<file path="config.mk">
export PLATFORM = sky130hd
export DESIGN_NAME = watchdog_timer
export DESIGN_NICKNAME = d
export VERILOG_FILES = /design/src/watchdog_pkg.sv /design/src/tick_divider.sv /design/src/watchdog_timer.sv
export SDC_FILE = /design/constraint.sdc
export NUM_CORES = 1
export LEC_CHECK = 0
export BUFFER_PORTS_ARGS = -buffer_cell sky130_fd_sc_hd__buf_2
export CAP_MARGIN = 40
export CORE_MARGIN = 2
export CORE_UTILIZATION = 39
export DETAILED_ROUTE_END_ITERATION = 8
export SKIP_CTS_REPAIR_TIMING = 1
export SLEW_MARGIN = 20
export SYNTH_ARGS = -nofsm -noshare
export SYNTH_HDL_FRONTEND = slang
export SYNTH_SLANG_ARGS = --single-unit
</file>
<file path="constraint.sdc">
create_clock -name clk_i -period 4.05 [get_ports clk_i]
set_input_delay 1.0125 -clock clk_i [delete_from_list [all_inputs] [get_ports clk_i]]
set_output_delay 1.0125 -clock clk_i [all_outputs]
set_load 0.02 [all_outputs]
</file>
<file path="src/watchdog_pkg.sv">
// constants, mode codes, register map and bus carriers of the watchdog timer
// assumes a single 100 MHz clock and a classic wishbone master outside
//
// Contract
// - counter is cleared when the device enters sleep, in every mode
// - if still enabled in sleep, counting restarts from zero after that clear
// - counter is cleared again on leaving sleep
// - leaving sleep on a crystal clock holds the counter at zero until startup ends
// - expiry during sleep wakes the device instead of resetting it
// - wake by expiry updates timeout and powerdown status flags; here wake sets only the timeout flag, powerdown keeps its sleep-entry value
// - in software mode the counter stays cleared while soft enable is zero
// - in off-in-sleep mode, sleep entry clears and counting stops during sleep
// - oscillator divider changes never touch the counter
// - control holds period select in bits 5..1, enable in bit 0, 7..6 read zero
// - select code n up to 10010 gives a prescale of 32 times two to n
// - select codes 10011 to 11111 give the minimum 1:32 prescale
// - period select resets to 01011, prescale 1:65536
// - in software mode, enable one runs the watchdog, zero stops it
// - in modes 00 and 1x the soft enable bit is ignored
// - time base is the 31 kHz internal oscillator, independent of system clock; here it is clk_i divided by TB_DIV
// - expiry while awake and active generates a device reset
// - firmware clears within the period; the clear instruction zeroes the counter
// - mode 11 keeps the watchdog active always, sleep included

package watchdog_pkg;

	// ----------------------------------------------------------------
	// timing
	// ----------------------------------------------------------------
	localparam int CLK_PERIOD_NS = 10;
	localparam int TB_PERIOD_NS = 32258;
	localparam int TB_DIV = TB_PERIOD_NS / CLK_PERIOD_NS;
	localparam int TB_DIV_W = 12;

	// ----------------------------------------------------------------
	// counter and period select
	// ----------------------------------------------------------------
	localparam int CNT_W = 24;
	localparam int SEL_W = 5;
	localparam logic [SEL_W-1:0] SEL_MAX = 5'h12;
	localparam logic [SEL_W-1:0] SEL_RESET = 5'h0b;
	localparam logic [CNT_W-1:0] MIN_PRESCALE = 24'h000020;
	localparam logic [CNT_W-1:0] CNT_ONE = 24'h000001;
	localparam logic [CNT_W-1:0] CNT_ZERO = 24'h000000;

	// ----------------------------------------------------------------
	// configuration mode codes
	// ----------------------------------------------------------------
	typedef enum logic [1:0] {
		MODE_OFF = 2'h0,
		MODE_SOFT = 2'h1,
		MODE_NSLEEP = 2'h2,
		MODE_ON = 2'h3
	} wdt_mode_t;

	// ----------------------------------------------------------------
	// register map
	// ----------------------------------------------------------------
	localparam int ADR_W = 8;
	localparam logic [ADR_W-1:0] CTRL_OFF = 8'h00;
	localparam logic [ADR_W-1:0] STATUS_OFF = 8'h04;
	localparam logic [ADR_W-1:0] COUNT_OFF = 8'h08;
	localparam logic [ADR_W-1:0] WORD_MASK = 8'hfc;
	localparam int CTRL_EN_BIT = 0;
	localparam int CTRL_SEL_LSB = 1;
	localparam int CTRL_SEL_MSB = 5;
	localparam int STAT_TO_BIT = 0;
	localparam int STAT_PD_BIT = 1;
	localparam logic [31:0] DATA_ZERO = 32'h00000000;

	// ----------------------------------------------------------------
	// bus carriers
	// ----------------------------------------------------------------
	typedef struct packed {
		logic cyc;
		logic stb;
		logic we;
		logic [3:0] sel;
		logic [ADR_W-1:0] adr;
		logic [31:0] dat;
	} wb_req_t;

	typedef struct packed {
		logic ack;
		logic [31:0] dat;
	} wb_rsp_t;

	// ----------------------------------------------------------------
	// prescale from select code
	// ----------------------------------------------------------------
	function automatic logic [CNT_W-1:0] prescale_limit(input logic [SEL_W-1:0] code);
		logic [CNT_W-1:0] lim;
		lim = MIN_PRESCALE;
		if (code <= SEL_MAX) begin
			lim = MIN_PRESCALE << code;
		end
		return lim;
	endfunction : prescale_limit

endpackage : watchdog_pkg

</file>
<file path="src/tick_divider.sv">
// free-running divider giving a one-cycle enable at the watchdog time-base rate
// assumes the system clock and a synchronous active-high reset

`timescale 1ns/1ps

module tick_divider #(
	parameter int DIV = watchdog_pkg::TB_DIV,
	parameter int W = watchdog_pkg::TB_DIV_W
) (
	// clock and reset
	input wire logic clk_i,
	input wire logic rst_i,
	// time-base enable
	output logic tick_o
);

	localparam logic [W-1:0] LAST = W'(DIV - 1);
	localparam logic [W-1:0] ONE = W'(1);

	typedef struct packed {
		logic [W-1:0] cnt;
		logic tick;
	} div_state_t;

	div_state_t s_reg;
	div_state_t s_next;

	// ----------------------------------------------------------------
	// divider
	// ----------------------------------------------------------------
	always_comb begin
		s_next = s_reg;
		s_next.tick = 1'b0;
		if (s_reg.cnt == LAST) begin
			s_next.cnt = '0;
			s_next.tick = 1'b1;
		end else begin
			s_next.cnt = s_reg.cnt + ONE;
		end
	end

	always_ff @(posedge clk_i) begin
		if (rst_i) begin
			s_reg <= '0;
		end else begin
			s_reg <= s_next;
		end
	end

	assign tick_o = s_reg.tick;

endmodule : tick_divider

</file>
<file path="src/watchdog_timer.sv">
// watchdog timer with sleep handling and a wishbone register port
// assumes sleep, startup and clear-instruction inputs synchronous to clk_i
//
// The placing of the registers and the Wishbone interface to the registers were chosen for this implementation.

`timescale 1ns/1ps

module watchdog_timer #(
	// time-base divide ratio, at most 2**TB_DIV_W, shrinkable for short runs
	parameter int TICK_DIV = watchdog_pkg::TB_DIV
) (
	// clock and reset
	input wire logic clk_i,
	input wire logic rst_i,
	// register bus
	input wire watchdog_pkg::wb_req_t wb_i,
	output watchdog_pkg::wb_rsp_t wb_o,
	// configuration and core status
	input wire watchdog_pkg::wdt_mode_t watchdog_mode_config_i,
	input wire logic sleep_i,
	input wire logic crystal_clock_i,
	input wire logic osc_startup_timer_running_i,
	input wire logic clear_watchdog_instr_i,
	input wire logic osc_fail_i,
	input wire logic [2:0] internal_osc_freq_select_i,
	// events and flags
	output logic device_reset_o,
	output logic wake_o,
	output logic timeout_flag_o,
	output logic powerdown_flag_o
);

	typedef struct packed {
		logic [watchdog_pkg::CNT_W-1:0] count;
		logic [watchdog_pkg::SEL_W-1:0] period_select;
		logic soft_enable;
		logic timeout_flag;
		logic powerdown_flag;
		logic sleep_d;
		logic ost_hold;
		logic reset_pulse;
		logic wake_pulse;
		logic ack;
		logic [31:0] rdat;
	} wdt_state_t;

	wdt_state_t s_reg;
	wdt_state_t s_next;
	logic tb_tick;

	// ----------------------------------------------------------------
	// time base
	// ----------------------------------------------------------------
	tick_divider #(
		.DIV(TICK_DIV),
		.W(watchdog_pkg::TB_DIV_W)
	) tick_divider_i (
		.clk_i(clk_i),
		.rst_i(rst_i),
		.tick_o(tb_tick)
	);

	// ----------------------------------------------------------------
	// next state
	// ----------------------------------------------------------------
	logic sleep_enter;
	logic sleep_exit;
	logic active;
	logic clear_cnt;
	logic expire;
	logic [watchdog_pkg::CNT_W-1:0] limit;
	logic bus_req;
	logic wr_ctrl;
	logic wr_stat;
	logic clr_to;
	logic clr_pd;
	logic [watchdog_pkg::ADR_W-1:0] word_adr;

	always_comb begin
		s_next = s_reg;
		sleep_enter = sleep_i & ~s_reg.sleep_d;
		sleep_exit = ~sleep_i & s_reg.sleep_d;
		s_next.sleep_d = sleep_i;

		// which modes run the counter
		unique case (watchdog_mode_config_i)
			watchdog_pkg::MODE_ON: active = 1'b1;
			watchdog_pkg::MODE_NSLEEP: active = ~sleep_i;
			watchdog_pkg::MODE_SOFT: active = s_reg.soft_enable;
			watchdog_pkg::MODE_OFF: active = 1'b0;
			default: active = 1'b0;
		endcase

		// startup hold after leaving sleep on a crystal clock
		if (sleep_exit & crystal_clock_i) begin
			s_next.ost_hold = 1'b1;
		end else if (~osc_startup_timer_running_i) begin
			s_next.ost_hold = 1'b0;
		end

		// divider select is deliberately not a clear term
		clear_cnt = ~active
			| clear_watchdog_instr_i
			| osc_fail_i
			| sleep_enter
			| sleep_exit
			| s_reg.ost_hold
			| osc_startup_timer_running_i;

		limit = watchdog_pkg::prescale_limit(s_reg.period_select);
		// at or past the limit: a shorter period picked mid-count must not wrap first
		expire = ~clear_cnt & tb_tick & (s_reg.count >= (limit - watchdog_pkg::CNT_ONE));

		if (clear_cnt | expire) begin
			s_next.count = watchdog_pkg::CNT_ZERO;
		end else if (tb_tick) begin
			s_next.count = s_reg.count + watchdog_pkg::CNT_ONE;
		end

		// expiry action depends on sleep state
		s_next.reset_pulse = expire & ~sleep_i;
		s_next.wake_pulse = expire & sleep_i;

		// register bus decode
		bus_req = wb_i.cyc & wb_i.stb & ~s_reg.ack;
		word_adr = wb_i.adr & watchdog_pkg::WORD_MASK;
		wr_ctrl = bus_req & wb_i.we & wb_i.sel[0] & (word_adr == watchdog_pkg::CTRL_OFF);
		wr_stat = bus_req & wb_i.we & wb_i.sel[0] & (word_adr == watchdog_pkg::STATUS_OFF);
		s_next.ack = bus_req;

		if (wr_ctrl) begin
			s_next.period_select =
				wb_i.dat[watchdog_pkg::CTRL_SEL_MSB:watchdog_pkg::CTRL_SEL_LSB];
			s_next.soft_enable = wb_i.dat[watchdog_pkg::CTRL_EN_BIT];
		end

		// flags: set wins over any clear in the same cycle
		clr_to = clear_watchdog_instr_i | (wr_stat & wb_i.dat[watchdog_pkg::STAT_TO_BIT]);
		clr_pd = clear_watchdog_instr_i | (wr_stat & wb_i.dat[watchdog_pkg::STAT_PD_BIT]);
		if (expire) begin
			s_next.timeout_flag = 1'b1;
		end else if (clr_to) begin
			s_next.timeout_flag = 1'b0;
		end
		if (sleep_enter) begin
			s_next.powerdown_flag = 1'b1;
		end else if (clr_pd) begin
			s_next.powerdown_flag = 1'b0;
		end

		// read data, unmapped words read zero
		s_next.rdat = watchdog_pkg::DATA_ZERO;
		if (bus_req & ~wb_i.we) begin
			unique case (word_adr)
				watchdog_pkg::CTRL_OFF: begin
					s_next.rdat[watchdog_pkg::CTRL_SEL_MSB:watchdog_pkg::CTRL_SEL_LSB] =
						s_reg.period_select;
					s_next.rdat[watchdog_pkg::CTRL_EN_BIT] = s_reg.soft_enable;
				end
				watchdog_pkg::STATUS_OFF: begin
					s_next.rdat[watchdog_pkg::STAT_TO_BIT] = s_reg.timeout_flag;
					s_next.rdat[watchdog_pkg::STAT_PD_BIT] = s_reg.powerdown_flag;
				end
				watchdog_pkg::COUNT_OFF: begin
					s_next.rdat[watchdog_pkg::CNT_W-1:0] = s_reg.count;
				end
				default: begin
					s_next.rdat = watchdog_pkg::DATA_ZERO;
				end
			endcase
		end
	end

	// ----------------------------------------------------------------
	// state register
	// ----------------------------------------------------------------
	always_ff @(posedge clk_i) begin
		if (rst_i) begin
			s_reg <= '0;
			s_reg.period_select <= watchdog_pkg::SEL_RESET;
		end else begin
			s_reg <= s_next;
		end
	end

	// ----------------------------------------------------------------
	// outputs
	// ----------------------------------------------------------------
	assign wb_o.ack = s_reg.ack;
	assign wb_o.dat = s_reg.rdat;
	assign device_reset_o = s_reg.reset_pulse;
	assign wake_o = s_reg.wake_pulse;
	assign timeout_flag_o = s_reg.timeout_flag;
	assign powerdown_flag_o = s_reg.powerdown_flag;

endmodule : watchdog_timer

</file>
Word level (Yosys, flattened, before mapping) --
Cells that the tools add are included.
Cells by class: add/sub/neg operators 3, order comparisons 2, equal/unequal tests 7, shifts and indexed selects 1, mux-type cells 11, bitwise gates (word level) 33, reductions and logical operators 8
Operators with widths (count):
- 24-bit by 1-bit adder with 24-bit output (second input constant) | 1
- 24-bit greater-or-equal comparator | 1
- 24-bit 2-to-1 mux | 1
- 6-bit by 5-bit << shifter with 24-bit output (first input constant) | 1
- 24-bit by 1-bit subtractor with 24-bit output (second input constant) | 1
- 1-bit AND | 16
- 12-bit by 1-bit adder with 12-bit output (second input constant) | 1
- 12-bit equality test (second input constant) | 1
- 1-bit OR | 9
- 8-bit logical NOT | 1
- 1-bit inverter | 8
- 4-bit case mux with 2 select lines | 1
- 1-bit 2-to-1 mux | 7
- 6-bit by 1-bit equality test with 1-bit output (second input constant) | 1
- 6-bit by 2-bit equality test with 1-bit output (second input constant) | 1
- 2-bit case mux with 3 select lines | 1
- 2-bit OR reduction | 3
- 5-bit less-or-equal comparator (second input constant) | 1
- 2-bit equality test (second input constant) | 2
- 1-bit case mux with 4 select lines | 1
- 2-bit nonzero test | 2
- 3-bit OR reduction | 1
- 2-bit by 1-bit equality test with 1-bit output (second input constant) | 1
- 2-bit logical NOT | 1
- 2-bit by 1-bit != test with 1-bit output (second input constant) | 1
Word-level totals: flip-flop bits (word level) 82, input bits 59, output and inout bits 37, logic and storage cells 80

Depth between registers and ports, before layout --
Gate-level depths: netlist of run 1.
depth in word-level cells 14, gate-level depth with buffers 18, mapped depth without buffers 16

By module --
A second synthesis of run 1 with hierarchy kept.
Unflattened totals: cell total of the unflattened synthesis 481, area total of the unflattened synthesis 4160.2 µm²
By module, submodules not included:
- watchdog_timer | times used 1, cells each 414, area an instance 3550.9 µm², sequential area each 1221.2 µm²
- tick_divider | times used 1, cells each 67, area an instance 609.3 µm², sequential area each 260.2 µm²

Worst setup path before layout of run 1 --
No wires, ideal clock.
path type register -> register, start register s_reg[41] (netlist bit), end register s_reg[54] (netlist bit), library setup time 0.086 ns, arrival 3.746 ns, required time 3.964 ns, path slack 0.218 ns, cell stages (with the launch flop) 17, buffers on the path 3, clock period less this slack 3.832 ns, path through dfxtp_1 > clkbuf_1 > or3_1 > nor2_1 > nand2_1 > ha_1 > clkbuf_1 > or3_1 > o2bb2a_1 > o21a_1 > ha_1 > a211oi_1 > nor3_1 > a211oi_1 > o211ai_2 > buf_6 > a211oi_1
On the way: longest elaborated chain between the ends 7, elaborated cells on any way between the ends 8, classes of those cells 1 x add/sub; 2 x order compare; 1 x shift; 1 x mux; 2 x bitwise; 1 x reduce/logical
RTL lines:
- start: declaration | RTL line watchdog_timer.sv:47 | wdt_state_t s_reg;
- start signal: assignment | RTL line watchdog_timer.sv:182 | s_reg <= s_next;
- 5-bit less-or-equal comparator / 6-bit by 5-bit << shifter with 24-bit output (equally long branches) | RTL line watchdog_pkg.sv:94, watchdog_pkg.sv:95
- 24-bit 2-to-1 mux * | RTL line watchdog_pkg.sv:94 | if (code <= SEL_MAX) begin
- 24-bit by 1-bit subtractor with 24-bit output * | RTL line watchdog_timer.sv:112 | expire = ~clear_cnt & tb_tick & (s_reg.count >= (limit - watchdog_pkg::CNT_ONE));
- 24-bit greater-or-equal comparator * | RTL line watchdog_timer.sv:112
- 1-bit AND * | RTL line watchdog_timer.sv:112
- 1-bit OR * | RTL line watchdog_timer.sv:114 | if (clear_cnt | expire) begin
- 2-bit OR reduction (no source line) *
Mark *: on every way between the ends. The rest lies on a longest branch, timed or not. A chain may end at the register's enable or synchronous reset.

Worst setup path after layout of run 1 --
start register s_reg[42] (netlist bit), end register s_reg[60] (netlist bit)
The elaborated chain is that of the path after synthesis.

==> metrics.yaml, run 1 <==
crit_path_top_delay_cell: "or3_1"
r2r_end: "s_reg[60]$_SDFFE_PP0P_"
power-per-cell-area_nw_per_um2: 297
placed_cells: 628
place_area_sq_um: 4370
setup_viol: 0
cts_max_path_buffers: 2
worstHoldStart: "tick_divider_i.s_reg[1]$_SDFF_PP0_"
arrival_ps: 3980
finalHoldViolations: 0
grt_max_degree: 23
worstHoldPathType: "reg -> reg"
startpoint: "s_reg[42]$_SDFFE_PP0P_"
fin_cells: 643
final_util_pct: 44.1
largest_register_ffs: 32
cp_num_buf_inv: 3
port_buffers: 53
post-route-period-util_pct: 91.5
fin_crit_ps: 3700
synth_cell_type_count: 56
ys_seq_area_share_pct: 35.5
stdcell_area_sq_um: 4570
io_pins: 96
rsz0062_at_grt: "no"
dieArea_sq_um: 11600
grt-ovfl-total: 0
tns_ps: 0
synth_edf_count: 0
diodes: 0
drtAntennaViolNets: 0
slew_headroom_pct: 56.3
start_util_pct: 40.3
crit_fanout: 21
pre_cts_ws_ps: 298
drtIter0Drc: 237
cpMostUsedCell: "nand2_1"
grtUsageTotal_pct: 16.1
hpwl_mm: 6.61
fmax_mhz: 270
cts_buffers: 9
drt_wl_total_mm: 8.82
whs_endpoint: "tick_divider_i.s_reg[1]$_SDFF_PP0_"
drc: 0
syn_to_final_growth_pct: 9.49
synth_warnings: 0
worstPathCellList: "or3_1 -> nor2_1 -> nand2_1 -> ha_1 -> buf_4 -> nand2_1 -> nand2_1 -> a22o_1 -> a22oi_1 -> ha_1 -> nand4_1 -> nor3_1 -> a211oi_1 -> buf_4 -> o211ai_2 -> buf_12 -> a211oi_2"
clock_latency_ps: 360
rr_startpoint: "s_reg[42]$_SDFFE_PP0P_"
critPathTopFamily: "simple AND/OR/NAND/NOR gates"
cp-start-kind: "flop"
place_congestion: 0.864
leakagePower_nw: 1.85
die_x_um: 108
wl_per_cell_um: 13.7
ff2ff_setup_slack_ps: 350
grt_pass1_wl_mm: 14.9
dr.pass1.iters: 4
cts_tree: "yes"
synth_area_sq_um: 4180
drv_cap: 0
synth-async-reset-ratio_pct: 0
setup_ws_ps: 346
core_area_sq_um: 10400
max_stage_delay_ps: 410
status: "complete, no violations"
grt_pass1_vias: 3125
antenna_found_initial: 0
nNetsFinal: 585
cts.htree.levels: 3
synth.avg_cell_area_sq_um: 8.72
power_mw: 1.36
synthFlopType: "dfxtp_1"
die_h_um: 108
ir_drop_v: 0.000156
worst_slew_pin_slew_ps: 654
vias: 3272
cp.required_ps: 4320
rr_worst_depth: 17
nFillCells: 1039
ctsRootBufferMaster: "clkbuf_8"
critPathCaptureType: "flop"
path_clk_slew_ps: 90
finClkSkew_ps: 13.3
syn-instance-count: 479
drv_slew: 0
via_per_inst: 5.09
clock_sinks: 74
holdPathStages: 1
holdWs_ps: 483
synth-seq-cells: 74
drive_gt1_share_pct: 22.1
row_count: 37
worstSetupPathType: "reg -> reg"
==> cell usage after synthesis (4+ instances only) <==
cell type	number	area share [%]
a211oi_1	15	2.7
a211oi_2	10	3.0
a21oi_1	18	2.2
and2_1	21	3.1
and3_1	8	1.2
buf_2	4	0.48
buf_4	34	6.1
clkbuf_1	19	1.7
dfxtp_1	74	35
ha_1	23	6.9
inv_1	18	1.6
mux2i_1	12	2.9
nand2_1	36	3.2
nand3_1	12	1.4
nand4_1	10	1.5
nor2_1	58	5.2
nor2b_1	5	0.75
nor3_1	4	0.48
nor3_2	5	1.2
o21ai_0	10	1.2
xnor2_1	22	4.6
xor2_1	10	2.1
==> placed cells by master, fill, tap and decap left out, drive strengths merged, types with 18 or more instances in the layout <==
cell type	instances
buf	66
a21oi	18
nor2	58
ha	23
xnor2	22
nand2	37
and2	21
dfxtp	74
inv	19
a211oi	25
==> cell families after synthesis <==
logic type                 after synthesis  synth area share, %
AOI/OAI and AO/OA                       74                 13.4
xor gates and xnor gates                32                 6.71
adders and majority gates               23                 6.89
buffers and inverters                   78                 10.7
DFF                                     74                 35.5
muxes                                   12                 2.88
other                                    1               0.0898
and+or+nand+nor                        185                 23.9
==> routing by layer <==
metal	GRT usage, %	part of all wire [%]	up-vias
met4	5.77	1.4	0
met1	21.2	47	1562
met3	3.39	3.5	8
met5	0	0	-
met2	26.0	48	53
li1	-	-	1649
==> power by group <==
group | leakage [nW] | total, mW | switching (mW) | internal, mW
Sequential | 0.597 | 0.736 | 0.00425 | 0.731
Combinational | 1.16 | 0.0469 | 0.0286 | 0.0183
Clock | 0.0917 | 0.578 | 0.294 | 0.283
==> cell type report <==
cell class / count / area [sq um] / area share (%)
flip-flops and latches: 74 / 1480 / 32.4
inverters: 18 / 67.6 / 1.48
well taps: 136 / 170 / 3.72
repair buffers: 66 / 375 / 8.21
multi-input cells: 334 / 2290 / 50.0
clock buffers: 9 / 124 / 2.71
clock inverters: 6 / 67.6 / 1.48
==> how the worst max path moves through the flow <==
stage          slack [ps]  cells past startpoint                endpoint
3_5_place_dp          300                     19  s_reg[48]$_SDFFE_PP0P_
4_1_cts               280                     19  s_reg[48]$_SDFFE_PP0P_
3_3_place_gp          340                     19  s_reg[51]$_SDFFE_PP0P_
6_report              350                     17  s_reg[60]$_SDFFE_PP0P_
2_1_floorplan         220                     16  s_reg[54]$_SDFFE_PP0P_
5_1_grt                10                     17  s_reg[55]$_SDFFE_PP0P_
No activity file was read; power rests on OpenSTA's default activity.
==> inputs of run 2 (changes only) <==
--- a/config.mk
+++ b/config.mk
@@ -7,8 +7,8 @@
 export LEC_CHECK = 0
 export BUFFER_PORTS_ARGS = -buffer_cell sky130_fd_sc_hd__buf_2
 export CAP_MARGIN = 40
-export CORE_MARGIN = 2
 export CORE_UTILIZATION = 39
+export CTS_BUF_LIST = sky130_fd_sc_hd__clkbuf_4
 export DETAILED_ROUTE_END_ITERATION = 8
 export SKIP_CTS_REPAIR_TIMING = 1
 export SLEW_MARGIN = 20
==> metrics.yaml, run 2 (synthesis results as in run 1) <==
setup_viol: 0  # unchanged
worstHoldPathType: "reg -> reg"
nNetsFinal: 586  # +0.17%
whs_endpoint: "tick_divider_i.s_reg[1]$_SDFF_PP0_"
multi_input_area_sq_um: 2280  # -0.27%
start_util_pct: 40.3  # unchanged
grt-ovfl-total: 0  # unchanged
fin_crit_ps: 3720  # +16.2 ps
drc: 0  # unchanged
clock_latency_ps: 430  # +70 ps
tns_ps: 0  # unchanged
largest_register_ffs: 32  # unchanged
cp_num_buf_inv: 2  # -1
power-per-cell-area_nw_per_um2: 287  # -3.6%
ff2ff_setup_slack_ps: 330  # -20 ps
final_util_pct: 43.9  # -0.18 points
rr_worst_depth: 15  # -2
post-route-period-util_pct: 91.9  # +0.40 points
hpwl_mm: 6.26  # -5.4%
place_congestion: 0.847  # -2.0%
rr_startpoint: "s_reg[42]$_SDFFE_PP0P_"
die_x_um: 106  # -1.9%
worstHoldStart: "tick_divider_i.s_reg[1]$_SDFF_PP0_"
met2_length_mm: 3.83  # -9.6%
drv_cap: 0  # unchanged
ctsRootBufferMaster: "clkbuf_4"
grt_max_degree: 23  # unchanged
ir_drop_v: 0.000136  # -13%
grt_pass1_vias: 2928  # -6.3%
die_h_um: 106  # -1.9%
grt_pass1_wl_mm: 14.0  # -6.3%
dr.max_layer_used: "met4"
fmax_mhz: 269  # -0.43%
row_count: 37  # unchanged
vias: 3175  # -3.0%
core_area_sq_um: 10400  # unchanged
wl_met1_mm: 4.07  # -1.8%
cts_buffers: 9  # unchanged
mostFrequentLayoutCells: "72 x dfxtp_1, 57 x nor2_1, 53 x buf_2"
critPathTopFamily: "compound AO/OA/AOI/OAI gates"
dr.pass1.iters: 4  # unchanged
cp.required_ps: 4380  # +60 ps
place_area_sq_um: 4380  # +0.17%
nFillCells: 1064  # +2.4%
drt_wl_total_mm: 8.31  # -5.7%
placed_cells: 629  # +0.16%
cp-start-kind: "flop"
port_buffers: 53  # unchanged
cts.htree.levels: 3  # unchanged
critPathCaptureType: "flop"
drv_slew: 0  # unchanged
wl_met3_um: 297  # -2.9%
clock_sinks: 74  # unchanged
holdPathStages: 1  # unchanged
fin_cells: 646  # +0.47%
r2r_end: "s_reg[50]$_SDFFE_PP0P_"
worstPathCellList: "or3_1 -> nor2_1 -> nand2_1 -> ha_1 -> or3_1 -> o2bb2a_1 -> o21a_1 -> ha_1 -> a211oi_1 -> nor3_1 -> a211oi_1 -> buf_4 -> o211ai_2 -> buf_12 -> a211oi_1"
finClkSkew_ps: 17.3  # +3.98 ps
slew_headroom_pct: 56.0  # -0.34 points
drtIter0Drc: 202  # -15%
seqCellArea_sq_um: 1480  # +0.17%
via_per_inst: 4.91  # -3.4%
crit_fanout: 21  # unchanged
drive_gt1_share_pct: 22.6  # +0.50 points
mostFrequentLayoutCell: "dfxtp_1"
cts_max_path_buffers: 2  # unchanged
grtUsageTotal_pct: 15.9  # -0.24 points
stdcell_area_sq_um: 4560  # -0.41%
path_clk_slew_ps: 120  # +30 ps
wl_per_cell_um: 12.9  # -6.2%
status: "complete, no violations"
cpMostUsedCell: "a211oi_1"
antenna_found_initial: 0  # unchanged
power_mw: 1.31  # -4.0%
io_pins: 96  # unchanged
crit_path_top_delay_cell: "or3_1"
cts_tree: "yes"
worst_slew_pin_slew_ps: 659  # +5.13 ps
dieArea_sq_um: 11100  # -3.7%
arrival_ps: 4050  # +70 ps
max_stage_delay_ps: 390  # -20 ps
syn_to_final_growth_pct: 9.04
leakagePower_nw: 1.84  # -0.48%
drtAntennaViolNets: 0  # unchanged
rsz0062_at_grt: "no"
finalHoldViolations: 0  # unchanged
worstSetupPathType: "reg -> reg"
-- run 2: cell count changes in the layout (fill, tap and decap cells not counted), sizes merged --
cell	delta
bufinv	+1
inv	-1
diode	+1
buf	+1
clkbuf	+1
clkinv	-1
clkinvlp	+1
-- run 2: how the worst max path moves through the flow --
stage	from	endpoint	slack, ps	cells after the start
global route	s_reg[42]$_SDFFE_PP0P_	s_reg[51]$_SDFFE_PP0P_	0.8	15
floorplan	s_reg[41]$_SDFFE_PP1P_	s_reg[54]$_SDFFE_PP0P_	220	16
global placement	s_reg[42]$_SDFFE_PP0P_	s_reg[56]$_SDFFE_PP0P_	360	16
CTS	s_reg[42]$_SDFFE_PP0P_	s_reg[48]$_SDFFE_PP0P_	240	16
finish	s_reg[42]$_SDFFE_PP0P_	s_reg[50]$_SDFFE_PP0P_	330	15
detailed placement	s_reg[42]$_SDFFE_PP0P_	s_reg[48]$_SDFFE_PP0P_	280	16
-- run 2: final cells by class --
| cell class | instances | share of cell area, % |
|---|---|---|
| diodes | 1 | 0.0549 |
| clock buffers | 10 | 1.65 |
| clock inverters | 6 | 2.00 |
| inverters | 18 | 1.48 |
| multi-input cells | 334 | 50.1 |
| flip-flops and latches | 74 | 32.6 |
| well taps | 136 | 3.74 |
| repair buffers | 67 | 8.40 |
-- run 2: where the power goes --
| group | switching, mW | internal, mW | total [mW] |
|---|---|---|---|
| Sequential | 0.00386 | 0.732 | 0.736 |
| Clock | 0.266 | 0.258 | 0.524 |
| Combinational | 0.0280 | 0.0183 | 0.0463 |
| Total | 0.298 | 1.01 | 1.31 |
-- run 2: worst register-to-register path, stage by stage (launching register included) --
cell,delay (ps)
dfxtp_2,380
or3_1,390
nor2_1,150
nand2_1,80
ha_1,210
or3_1,370
o2bb2a_1,300
o21a_1,170
ha_1,290
a211oi_1,240
nor3_1,90
a211oi_1,240
buf_4,180
o211ai_2,120
buf_12,180
a211oi_1,240
-- run 2: metal layers --
| metal | up-vias | track usage, % |
|---|---|---|
| li1 | 1649 | - |
| met3 | 7 | 3.77 |
| met1 | 1472 | 20.8 |
| met4 | 0 | 5.95 |
| met2 | 47 | 25.3 |
| met5 | - | 0 |
-- run 2: per-stage QoR --
step                setup WS, ps  hold slack [ps]
CTS                          237              486
global route               0.758              503
global placement             365              442
floorplan                    218              430
detailed placement           281              458
finish                       329              480
